### src/cmd_decode_pkg.sv
// Package: command encodings, bank states, timing counts for the command decoder.
// Assumes a single 25 MHz command clock.
package cmd_decode_pkg;
  localparam int unsigned CLK_PERIOD_NS = 40;
  localparam int unsigned NUM_BANKS = 8;
  localparam int unsigned BANK_W = 3;
  localparam int unsigned ADDR_W = 14;
  localparam int unsigned AP_BIT = 10;
  localparam int unsigned BURST_LEN = 4;
  // Timing figures in ns except tMRD in clocks, counts rounded up to whole cycles
  localparam int unsigned T_RP_NS = 15;
  localparam int unsigned T_RCD_NS = 15;
  localparam int unsigned T_WR_NS = 15;
  localparam int unsigned T_RFC_NS = 128;
  localparam int unsigned T_MRD_CK = 2;
  localparam int unsigned T_XSNR_NS = 138;
  localparam int unsigned CNT_W = 4;
  localparam logic [CNT_W-1:0] RP_CYC = CNT_W'((T_RP_NS + CLK_PERIOD_NS - 1) / CLK_PERIOD_NS);
  localparam logic [CNT_W-1:0] RCD_CYC = CNT_W'((T_RCD_NS + CLK_PERIOD_NS - 1) / CLK_PERIOD_NS);
  localparam logic [CNT_W-1:0] WR_CYC = CNT_W'((T_WR_NS + CLK_PERIOD_NS - 1) / CLK_PERIOD_NS);
  localparam logic [CNT_W-1:0] RFC_CYC = CNT_W'((T_RFC_NS + CLK_PERIOD_NS - 1) / CLK_PERIOD_NS);
  localparam logic [CNT_W-1:0] MRD_CYC = CNT_W'(T_MRD_CK);
  localparam logic [CNT_W-1:0] XSNR_CYC = CNT_W'((T_XSNR_NS + CLK_PERIOD_NS - 1) / CLK_PERIOD_NS);
  localparam logic [CNT_W-1:0] BURST_CYC = CNT_W'(BURST_LEN / 2);

  typedef enum logic [8:0] {
    CMD_DESEL = 9'h001,
    CMD_NOP = 9'h002,
    CMD_MODE = 9'h004,
    CMD_REFRESH = 9'h008,
    CMD_PRE = 9'h010,
    CMD_ACT = 9'h020,
    CMD_WRITE = 9'h040,
    CMD_READ = 9'h080,
    CMD_BAD = 9'h100
  } cmd_t;

  typedef enum logic [7:0] {
    BK_IDLE = 8'h01,
    BK_ACTIVATING = 8'h02,
    BK_ACTIVE = 8'h04,
    BK_READ = 8'h08,
    BK_WRITE = 8'h10,
    BK_READ_AP = 8'h20,
    BK_WRITE_AP = 8'h40,
    BK_PRECHARGING = 8'h80
  } bank_state_t;

  typedef enum logic [3:0] {
    PWR_ON = 4'h1,
    PWR_DOWN = 4'h2,
    PWR_SELF = 4'h4,
    PWR_XSNR = 4'h8
  } pwr_state_t;
endpackage : cmd_decode_pkg

### src/cmd_decoder.sv
// Combinational decode of the strobe levels into one command.
// Assumes strobes are synchronous to clk_i and sampled by the caller.
`timescale 1ns/1ps
`default_nettype none
module cmd_decoder (
  // Strobes, active low
  input wire logic cs_n_i,
  input wire logic ras_n_i,
  input wire logic cas_n_i,
  input wire logic we_n_i,
  // Decoded command
  output cmd_decode_pkg::cmd_t cmd_o
);
  wire [3:0] strobes = {cs_n_i, ras_n_i, cas_n_i, we_n_i};

  always_comb
  begin
    cmd_o = cmd_decode_pkg::CMD_BAD;
    if (cs_n_i)
      cmd_o = cmd_decode_pkg::CMD_DESEL;
    else
      unique case (strobes[2:0])
        3'h7: cmd_o = cmd_decode_pkg::CMD_NOP;
        3'h0: cmd_o = cmd_decode_pkg::CMD_MODE;
        3'h1: cmd_o = cmd_decode_pkg::CMD_REFRESH;
        3'h2: cmd_o = cmd_decode_pkg::CMD_PRE;
        3'h3: cmd_o = cmd_decode_pkg::CMD_ACT;
        3'h4: cmd_o = cmd_decode_pkg::CMD_WRITE;
        3'h5: cmd_o = cmd_decode_pkg::CMD_READ;
        default: cmd_o = cmd_decode_pkg::CMD_BAD;
      endcase
  end
endmodule : cmd_decoder
`default_nettype wire

### src/bank_fsm.sv
// One bank's state machine with its timing counter.
// Assumes the top qualifies commands for this bank and clock enable.
`timescale 1ns/1ps
`default_nettype none
module bank_fsm (
  // Clock and reset
  input wire logic clk_i,
  input wire logic sys_rst_i,
  // Command aimed at this bank, already qualified
  input wire logic act_i,
  input wire logic rd_i,
  input wire logic wr_i,
  input wire logic pre_i,
  input wire logic ap_i,
  input wire logic bad_i,
  // State
  output cmd_decode_pkg::bank_state_t state_o,
  output logic illegal_o
);
  cmd_decode_pkg::bank_state_t state_ff, nxt_state;
  logic [cmd_decode_pkg::CNT_W-1:0] cnt_ff, nxt_cnt;
  logic illegal_ff, nxt_illegal;
  wire cnt_done = (cnt_ff == '0);
  wire any_cmd = act_i | rd_i | wr_i | pre_i | bad_i;
  wire col_cmd = rd_i | wr_i;
  wire [cmd_decode_pkg::CNT_W-1:0] cnt_dec = cnt_done ? cnt_ff : cnt_ff - 1'b1;

  // Burst plus precharge time, plus write recovery for writes, for auto precharge
  function automatic logic [cmd_decode_pkg::CNT_W-1:0] ap_len(input logic is_wr);
    ap_len = cmd_decode_pkg::BURST_CYC + cmd_decode_pkg::RP_CYC + (is_wr ? cmd_decode_pkg::WR_CYC : '0);
  endfunction : ap_len

  always_comb
  begin
    nxt_state = state_ff;
    nxt_cnt = cnt_dec;
    nxt_illegal = 1'b0;
    unique case (state_ff)
      cmd_decode_pkg::BK_IDLE:
        if (act_i)
        begin
          nxt_state = cmd_decode_pkg::BK_ACTIVATING;
          nxt_cnt = cmd_decode_pkg::RCD_CYC - 1'b1;
        end
        else if (any_cmd & ~pre_i)
          nxt_illegal = 1'b1;
      cmd_decode_pkg::BK_ACTIVATING, cmd_decode_pkg::BK_PRECHARGING,
      cmd_decode_pkg::BK_READ_AP, cmd_decode_pkg::BK_WRITE_AP:
      begin
        if (any_cmd)
          nxt_illegal = 1'b1;
        if (cnt_done)
          nxt_state = (state_ff == cmd_decode_pkg::BK_ACTIVATING) ? cmd_decode_pkg::BK_ACTIVE
                                                                 : cmd_decode_pkg::BK_IDLE;
      end
      cmd_decode_pkg::BK_ACTIVE, cmd_decode_pkg::BK_READ, cmd_decode_pkg::BK_WRITE:
      begin
        if (state_ff != cmd_decode_pkg::BK_ACTIVE && cnt_done)
          nxt_state = cmd_decode_pkg::BK_ACTIVE;
        if (col_cmd & ap_i)
        begin
          nxt_state = wr_i ? cmd_decode_pkg::BK_WRITE_AP : cmd_decode_pkg::BK_READ_AP;
          nxt_cnt = ap_len(wr_i) - 1'b1;
        end
        else if (col_cmd)
        begin
          nxt_state = wr_i ? cmd_decode_pkg::BK_WRITE : cmd_decode_pkg::BK_READ;
          nxt_cnt = cmd_decode_pkg::BURST_CYC - 1'b1;
        end
        else if (pre_i)
        begin
          nxt_state = cmd_decode_pkg::BK_PRECHARGING;
          nxt_cnt = cmd_decode_pkg::RP_CYC - 1'b1;
        end
        else if (act_i | bad_i)
          nxt_illegal = 1'b1;
      end
      default:
      begin
        nxt_state = cmd_decode_pkg::BK_IDLE;
        nxt_illegal = 1'b1;
      end
    endcase
  end

  always_ff @(posedge clk_i)
  begin
    if (sys_rst_i)
    begin
      state_ff <= cmd_decode_pkg::BK_IDLE;
      cnt_ff <= '0;
      illegal_ff <= 1'b0;
    end
    else
    begin
      state_ff <= nxt_state;
      cnt_ff <= nxt_cnt;
      illegal_ff <= nxt_illegal;
    end
  end

  assign state_o = state_ff;
  assign illegal_o = illegal_ff;
endmodule : bank_fsm
`default_nettype wire

### src/sdram_command_decode_bank_fsm.sv
// Top: command decode, clock-enable power states and eight bank machines.
// Assumes the controller drives every command input to a defined level each edge.
`timescale 1ns/1ps
`default_nettype none
// Operation
// - Commands decoded from strobes at rising edge
// - Deselect and no-op continue current operation
// - Bank address selects one of eight banks
// - All strobes low loads mode register
// - Precharge closes one bank or all
// - Read and write carry column, auto precharge
// - Activate opens row in idle bank
// - Self refresh entry by clock enable fall
// - Power-down entered and left with clock enable
// - Four-beat bursts cut short by a new read, write or precharge
// - Termination ignored; unavailable in self refresh
// - Bank legality only with clock enable steady
// - Idle bank takes activate, refresh, mode load
// - Row active takes read, write, precharge
// - Read or write state until burst ends
// - Read burst accepts read, write, precharge
// - Write burst accepts read, write, precharge
// - Precharging lasts precharge period, then idle
// - Activating lasts activate delay, then active
// - Read auto precharge busy until period ends
// - Write auto precharge busy until period ends
module sdram_command_decode_bank_fsm (
  // Clock and reset
  input wire logic clk_i,
  input wire logic sys_rst_i,
  // Command bus, strobes active low
  input wire logic cke_i,
  input wire logic cs_n_i,
  input wire logic ras_n_i,
  input wire logic cas_n_i,
  input wire logic we_n_i,
  input wire logic [cmd_decode_pkg::BANK_W-1:0] ba_i,
  input wire logic [cmd_decode_pkg::ADDR_W-1:0] addr_i,
  input wire logic odt_i,
  // Decoded outputs
  output logic mode_load_o,
  output logic [cmd_decode_pkg::BANK_W-1:0] mode_sel_o,
  output logic [cmd_decode_pkg::ADDR_W-1:0] mode_data_o,
  output logic [cmd_decode_pkg::ADDR_W-1:0] row_o,
  output logic [cmd_decode_pkg::ADDR_W-1:0] col_o,
  output logic refresh_o,
  // Status
  output logic [cmd_decode_pkg::NUM_BANKS-1:0] bank_idle_o,
  output logic [cmd_decode_pkg::NUM_BANKS-1:0] bank_open_o,
  output logic power_down_o,
  output logic self_refresh_o,
  output logic odt_enable_o,
  output logic illegal_o
);
  localparam int unsigned NB = cmd_decode_pkg::NUM_BANKS;

  cmd_decode_pkg::cmd_t cmd;
  cmd_decode_pkg::pwr_state_t pwr_ff, nxt_pwr;
  cmd_decode_pkg::bank_state_t bank_state [NB];
  logic cke_prev_ff;
  logic [cmd_decode_pkg::CNT_W-1:0] gcnt_ff, nxt_gcnt;
  logic glob_busy_ff, nxt_glob_busy;
  logic mode_load_ff, refresh_ff, illegal_ff, nxt_illegal;
  logic [cmd_decode_pkg::BANK_W-1:0] mode_sel_ff;
  logic [cmd_decode_pkg::ADDR_W-1:0] mode_data_ff, row_ff, col_ff;
  logic [NB-1:0] bank_ill;

  cmd_decoder u_dec (
    .cs_n_i(cs_n_i),
    .ras_n_i(ras_n_i),
    .cas_n_i(cas_n_i),
    .we_n_i(we_n_i),
    .cmd_o(cmd)
  );

  // Termination input plays no part in decode
  wire idle_cmd = (cmd == cmd_decode_pkg::CMD_DESEL) || (cmd == cmd_decode_pkg::CMD_NOP);
  wire cke_steady = cke_prev_ff & cke_i;
  wire run = cke_steady && (pwr_ff == cmd_decode_pkg::PWR_ON) && !glob_busy_ff;
  wire ap = addr_i[cmd_decode_pkg::AP_BIT];
  wire [NB-1:0] ba_hot = NB'(1) << ba_i;
  wire [NB-1:0] sel = run ? ba_hot : '0;
  wire do_act = run && cmd == cmd_decode_pkg::CMD_ACT;
  wire do_rd = run && cmd == cmd_decode_pkg::CMD_READ;
  wire do_wr = run && cmd == cmd_decode_pkg::CMD_WRITE;
  wire do_pre = run && cmd == cmd_decode_pkg::CMD_PRE;
  wire do_bad = run && cmd == cmd_decode_pkg::CMD_BAD;
  wire [NB-1:0] pre_mask = ap ? {NB{run}} : sel;
  wire all_idle = &bank_idle_o;
  wire do_mode = run && cmd == cmd_decode_pkg::CMD_MODE && all_idle;
  wire do_ref = run && cmd == cmd_decode_pkg::CMD_REFRESH && all_idle;
  wire sr_entry = cke_prev_ff && !cke_i && cmd == cmd_decode_pkg::CMD_REFRESH
                  && pwr_ff == cmd_decode_pkg::PWR_ON && !glob_busy_ff && all_idle;
  wire pd_entry = cke_prev_ff && !cke_i && idle_cmd && pwr_ff == cmd_decode_pkg::PWR_ON;
  wire glob_bad = run && ((cmd == cmd_decode_pkg::CMD_MODE || cmd == cmd_decode_pkg::CMD_REFRESH) && !all_idle);
  // Commands during a global busy period are ignored but flagged
  wire busy_bad = cke_steady && glob_busy_ff && !idle_cmd;
  // Refused commands must not overwrite the captured fields
  wire act_ok = bank_idle_o[ba_i];
  wire col_ok = bank_open_o[ba_i];

  genvar g;
  generate
    for (g = 0; g < NB; g++)
    begin : g_bank
      bank_fsm u_bank (
        .clk_i(clk_i),
        .sys_rst_i(sys_rst_i),
        .act_i(do_act & sel[g]),
        .rd_i(do_rd & sel[g]),
        .wr_i(do_wr & sel[g]),
        .pre_i(do_pre & pre_mask[g] & (ap ? bank_state[g] != cmd_decode_pkg::BK_IDLE : 1'b1)),
        .ap_i(ap),
        .bad_i(do_bad & sel[g]),
        .state_o(bank_state[g]),
        .illegal_o(bank_ill[g])
      );
      assign bank_idle_o[g] = (bank_state[g] == cmd_decode_pkg::BK_IDLE);
      assign bank_open_o[g] = (bank_state[g] == cmd_decode_pkg::BK_ACTIVE) ||
                              (bank_state[g] == cmd_decode_pkg::BK_READ) ||
                              (bank_state[g] == cmd_decode_pkg::BK_WRITE);
    end
  endgenerate

  // Power and global-busy sequencing
  always_comb
  begin
    nxt_pwr = pwr_ff;
    nxt_gcnt = (gcnt_ff == '0) ? gcnt_ff : gcnt_ff - 1'b1;
    nxt_glob_busy = glob_busy_ff && (gcnt_ff != '0);
    nxt_illegal = glob_bad | busy_bad | do_bad;
    unique case (pwr_ff)
      cmd_decode_pkg::PWR_ON:
        if (sr_entry)
          nxt_pwr = cmd_decode_pkg::PWR_SELF;
        else if (pd_entry)
          nxt_pwr = cmd_decode_pkg::PWR_DOWN;
        else if (do_mode)
        begin
          nxt_glob_busy = 1'b1;
          nxt_gcnt = cmd_decode_pkg::MRD_CYC - 1'b1;
        end
        else if (do_ref)
        begin
          nxt_glob_busy = 1'b1;
          nxt_gcnt = cmd_decode_pkg::RFC_CYC - 1'b1;
        end
      cmd_decode_pkg::PWR_DOWN:
        if (cke_i)
          nxt_pwr = cmd_decode_pkg::PWR_ON;
      cmd_decode_pkg::PWR_SELF:
        // Exit sampled here on the command clock; async exit needs no extra edges
        if (cke_i && idle_cmd)
        begin
          nxt_pwr = cmd_decode_pkg::PWR_XSNR;
          nxt_gcnt = cmd_decode_pkg::XSNR_CYC - 1'b1;
        end
      cmd_decode_pkg::PWR_XSNR:
      begin
        if (!idle_cmd)
          nxt_illegal = 1'b1;
        if (gcnt_ff == '0)
          nxt_pwr = cmd_decode_pkg::PWR_ON;
      end
      default: nxt_pwr = cmd_decode_pkg::PWR_ON;
    endcase
  end

  always_ff @(posedge clk_i)
  begin
    if (sys_rst_i)
    begin
      pwr_ff <= cmd_decode_pkg::PWR_ON;
      cke_prev_ff <= 1'b0;
      gcnt_ff <= '0;
      glob_busy_ff <= 1'b0;
      illegal_ff <= 1'b0;
    end
    else
    begin
      pwr_ff <= nxt_pwr;
      cke_prev_ff <= cke_i;
      gcnt_ff <= nxt_gcnt;
      glob_busy_ff <= nxt_glob_busy;
      illegal_ff <= nxt_illegal;
    end
  end

  // Captured command fields
  always_ff @(posedge clk_i)
  begin
    if (sys_rst_i)
    begin
      mode_load_ff <= 1'b0;
      refresh_ff <= 1'b0;
      mode_sel_ff <= '0;
      mode_data_ff <= '0;
      row_ff <= '0;
      col_ff <= '0;
    end
    else
    begin
      mode_load_ff <= do_mode;
      refresh_ff <= do_ref;
      if (do_mode)
      begin
        mode_sel_ff <= ba_i;
        mode_data_ff <= addr_i;
      end
      if (do_act && act_ok)
        row_ff <= addr_i;
      if ((do_rd | do_wr) && col_ok)
        col_ff <= addr_i & ~(cmd_decode_pkg::ADDR_W'(1) << cmd_decode_pkg::AP_BIT);
    end
  end

  assign mode_load_o = mode_load_ff;
  assign refresh_o = refresh_ff;
  assign mode_sel_o = mode_sel_ff;
  assign mode_data_o = mode_data_ff;
  assign row_o = row_ff;
  assign col_o = col_ff;
  assign power_down_o = (pwr_ff == cmd_decode_pkg::PWR_DOWN);
  assign self_refresh_o = (pwr_ff == cmd_decode_pkg::PWR_SELF);
  assign odt_enable_o = odt_i && (pwr_ff != cmd_decode_pkg::PWR_SELF);
  assign illegal_o = illegal_ff | (|bank_ill);
endmodule : sdram_command_decode_bank_fsm
`default_nettype wire

### config.mk
export PLATFORM = sky130hd
export DESIGN_NAME = sdram_command_decode_bank_fsm
export DESIGN_NICKNAME = d
export VERILOG_FILES = /design/src/cmd_decode_pkg.sv /design/src/cmd_decoder.sv /design/src/bank_fsm.sv /design/src/sdram_command_decode_bank_fsm.sv
export SDC_FILE = /design/constraint.sdc
export NUM_CORES = 1
export LEC_CHECK = 0
export BUFFER_PORTS_ARGS = -buffer_cell sky130_fd_sc_hd__buf_2
export CAP_MARGIN = 25
export CORE_MARGIN = 1
export CORE_UTILIZATION = 40
export DETAILED_ROUTE_END_ITERATION = 6
export PLACE_DENSITY = 0.63
export SLEW_MARGIN = 20
export SYNTH_ARGS = -nofsm -noshare
export SYNTH_HDL_FRONTEND = slang
export SYNTH_SLANG_ARGS = --single-unit
### constraint.sdc
create_clock -name clk_i -period 2.1 [get_ports clk_i]
set_input_delay 0.105 -clock clk_i [delete_from_list [all_inputs] [get_ports clk_i]]
set_output_delay 0.105 -clock clk_i [all_outputs]
set_load 0.005 [all_outputs]
==> metrics.cfg <==
[pwr]
seq_power_share = 0.266
p_int_mw = 8.97
sw_frac_of_total = 0.392
p_switching_mw = 5.78
p_leak_nw = 5.76
combPwrFrac = 0.521
ir_drop_mv = 0.607
total_power_mw = 14.7
pwr-share-clk = 0.213
p_per_area_nw_per_um2 = 1080

[grt]
gr-max-usage-layer = met2
grt.overflow.total = 0
track_usage = 0.279
grt_use_met2 = 0.473
grt_max_degree = 30
grtUsageMet1 = 0.351
antenna_found_initial = 1
grt_pass1_wl_um = 49200
grt_pass1_vias = 9423
gr-usage-met3 = 0.0639

[sta]
maxSlewViolCount = 0
max_freq_mhz = 434
setup_tns_ps = -5360
setup_violations = 89
worstMarginPinSlew_ps = 632
fin_crit_sh = 1.10
finalHoldViolCount = 0
fin_skew_ps = 10.6
slew_headroom = 0.574
whs_ps = 68.5
fin_ws_ps = -204
rsz0062_at_grt = true
final.min_clock_period_ps = 2300

[critical_path]
worstPathMaxFanout = 7
critical-path-top-delay-family = compound AO/OA/AOI/OAI gates
worstPathArrival_ps = 2660
crit_path_end_kind = flop
cp.required_ps = 2450
max_stage_delay_ps = 360
path_common_cell = buf_6
cp_num_buf_inv = 3
startpoint_type = flop
worst_path_max_delay_cell = dfxtp_4
path_cells = nor4b_4, buf_6, nand4_1, buf_6, o221ai_2, o211ai_1, buf_4, a31o_4, a31oi_4
r2r_slack_ps = -200
crit_type = reg -> reg

[floorplan]
io_pins = 92
core_area_um2 = 21800
rows = 54
dieArea_um2 = 22800
fp.dieW_um = 151
initial_utilization = 0.408
die_y_um = 151

[logic_synthesis]
syn_nets = 1126
synth_cells = 1092
async_reset_ff_frac = 0
ys_seq_area_frac = 0.363
netlist-cell-type-count = 90
yosysWarnings = 0
yosys_register_bits = 161
synthFlopType = dfxtp_1
synth_edf_count = 0
synth.avg_cell_area_um2 = 8.12
syn-cell-area_um2 = 8870

[drt]
via_count = 10000
wirelength_um = 32800
drt-initial-drc-count = 825
via_per_inst = 5.78
postRouteAntennaNets = 0
post-route-drc-count = 0
dr.pass1.iters = 5
wl_per_cell_um = 18.9

[place]
hpwl_um = 22600
place_ws_ps = -222
place.gp.congestion = 0.974
port_buffers = 90

[clocking]
cts.sinks = 161
clkTransAtPathRegs_ps = 70
htreeDepth = 4
cts_made_buffers = 17
cts_tree = yes
cts_buffer_depth = 2
cts_root_buf = clkbuf_16
insertion_delay_ps = 440

[worst_hold_path]
hp-class = in -> reg

[finish]
drive_above_1_share = 0.425
nets = 1476
area_growth_pct = 53.9

[outcome]
violations = negative setup slack
outcome = finished with violations

[run]
maxCapViolations = 0

## power by group through the flow
stage | clock (mW) | combinational [mW] | sequential (mW)
final | 3.14 | 7.68 | 3.92
after global routing | 3.31 | 8.37 | 3.98
after CTS | 3.19 | 6.76 | 3.91
after detailed placement | 0 | 6.36 | 3.97
after global placement | 0 | 6.27 | 3.95
after floorplan | 0 | 3.85 | 3.93
## worst reg2reg max path: cells and delay by family (launching register included)
| kind | cells | cell delay [ps] |
|---|---|---|
| AOI/OAI and AO/OA | 4 | 760 |
| buffers and inverters | 3 | 630 |
| and+or+nand+nor | 2 | 490 |
| DFF | 1 | 360 |
## metrics by stage
stage / util / cell area [µm²] / instances
CTS: 0.576 / 12500 / 1714
global route: 0.627 / 13600 / 1735
finish: 0.628 / 13700 / 1736
global placement: 0.522 / 11400 / 1653
detailed placement: 0.522 / 11400 / 1653
floorplan: - / 9000 / 1092
## cells in the mapped netlist, types with 11 or more instances
cell type / n / area, µm²
dfxtp_1: 161 / 3220
nand2_1: 135 / 507
nor2_1: 81 / 304
o21ai_0: 68 / 340
a21oi_1: 63 / 315
inv_1: 56 / 210
nor3_1: 45 / 225
nand3_1: 40 / 200
mux2i_1: 33 / 330
clkbuf_1: 30 / 113
xnor2_1: 24 / 210
nor4_1: 22 / 138
o211ai_1: 19 / 143
o2111ai_1: 14 / 123
o22ai_1: 14 / 87.6
xor2_1: 14 / 123
a22o_1: 13 / 114
nand4_1: 12 / 75.1
o2bb2ai_1: 11 / 96.3
## sequential cells by signal, summed over array words and instances (netlist names), 3 cells and up
name and cells:
mode_sel_o 3, gcnt_ff 4, pwr_ff 4, g_bank.u_bank.state_o 64, col_o 13, g_bank.u_bank.cnt_ff 32, mode_data_o 14, row_o 14
g_bank.u_bank.illegal_o 8
## worst paths after layout
check | start | endpoint | cells past startpoint
max | pwr_ff[1]$_SDFFE_PP0P_ | g_bank[3].u_bank.state_o[2]$_SDFFE_PP0P_ | 9
min | ba_i[2] | mode_sel_o[2]$_SDFFE_PP0P_ | 3
max reg2reg | pwr_ff[1]$_SDFFE_PP0P_ | g_bank[3].u_bank.state_o[2]$_SDFFE_PP0P_ | 9
min reg2reg | row_o[12]$_SDFFE_PP0P_ | row_o[12]$_SDFFE_PP0P_ | 2
## cells in the final DEF, fill, tap and decap left out, types with 16 or more instances in the layout
cell       count
o211ai_1      19
nand3_1       29
clkbuf_16     21
buf_2         88
nor3_1        34
nand2_2       16
a21oi_2       26
nand2_4       25
buf_6         37
dfxtp_1      152
inv_1         52
buf_4        231
o21ai_0       46
a21oi_1       44
mux2i_1       32
nand2_1      103
nor2_1        75
xnor2_1       24
o21ai_1       18
## cell type report
cell class / instances / area, µm²
timing repair buffer: 378 / 2900
inverter: 57 / 225
fill: 1784 / 8100
multi-input combinational: 827 / 6340
clock buffer: 18 / 439
clock inverter: 14 / 151
tap: 280 / 350
sequential: 161 / 3240
antenna: 1 / 2.50
## logic make-up (layout without fill, tap and decap cells)
family / count (synthesis) / after routing / synth area share
mux: 35 / 35 / 0.0398
buf+inv: 104 / 467 / 0.0518
xor+xnor: 38 / 38 / 0.0375
simple gates: 442 / 442 / 0.260
compound gates: 302 / 302 / 0.234
flops: 161 / 161 / 0.363
other cells: 1 / 2 / 0.000423
fa+ha+maj: 9 / 9 / 0.0127
## per-layer routing
| layer | up-vias | share of wire |
|---|---|---|
| met2 | 406 | 0.49 |
| met1 | 4791 | 0.41 |
| met4 | 0 | 0.030 |
| met5 | - | 0 |
| li1 | 4750 | - |
| met3 | 86 | 0.074 |
## what timing repair did
item | in CTS | in global routing
gates cloned | 2 | 5
hold buffers | 15 | 0
endpoints found under the hold margin | 41 | 0
pin swaps | 25 | 91
endpoints found under the setup margin | 129 | 147
setup buffers | 12 | 22
resized for setup | 75 | 215
Power figures use the tool's default switching activity.
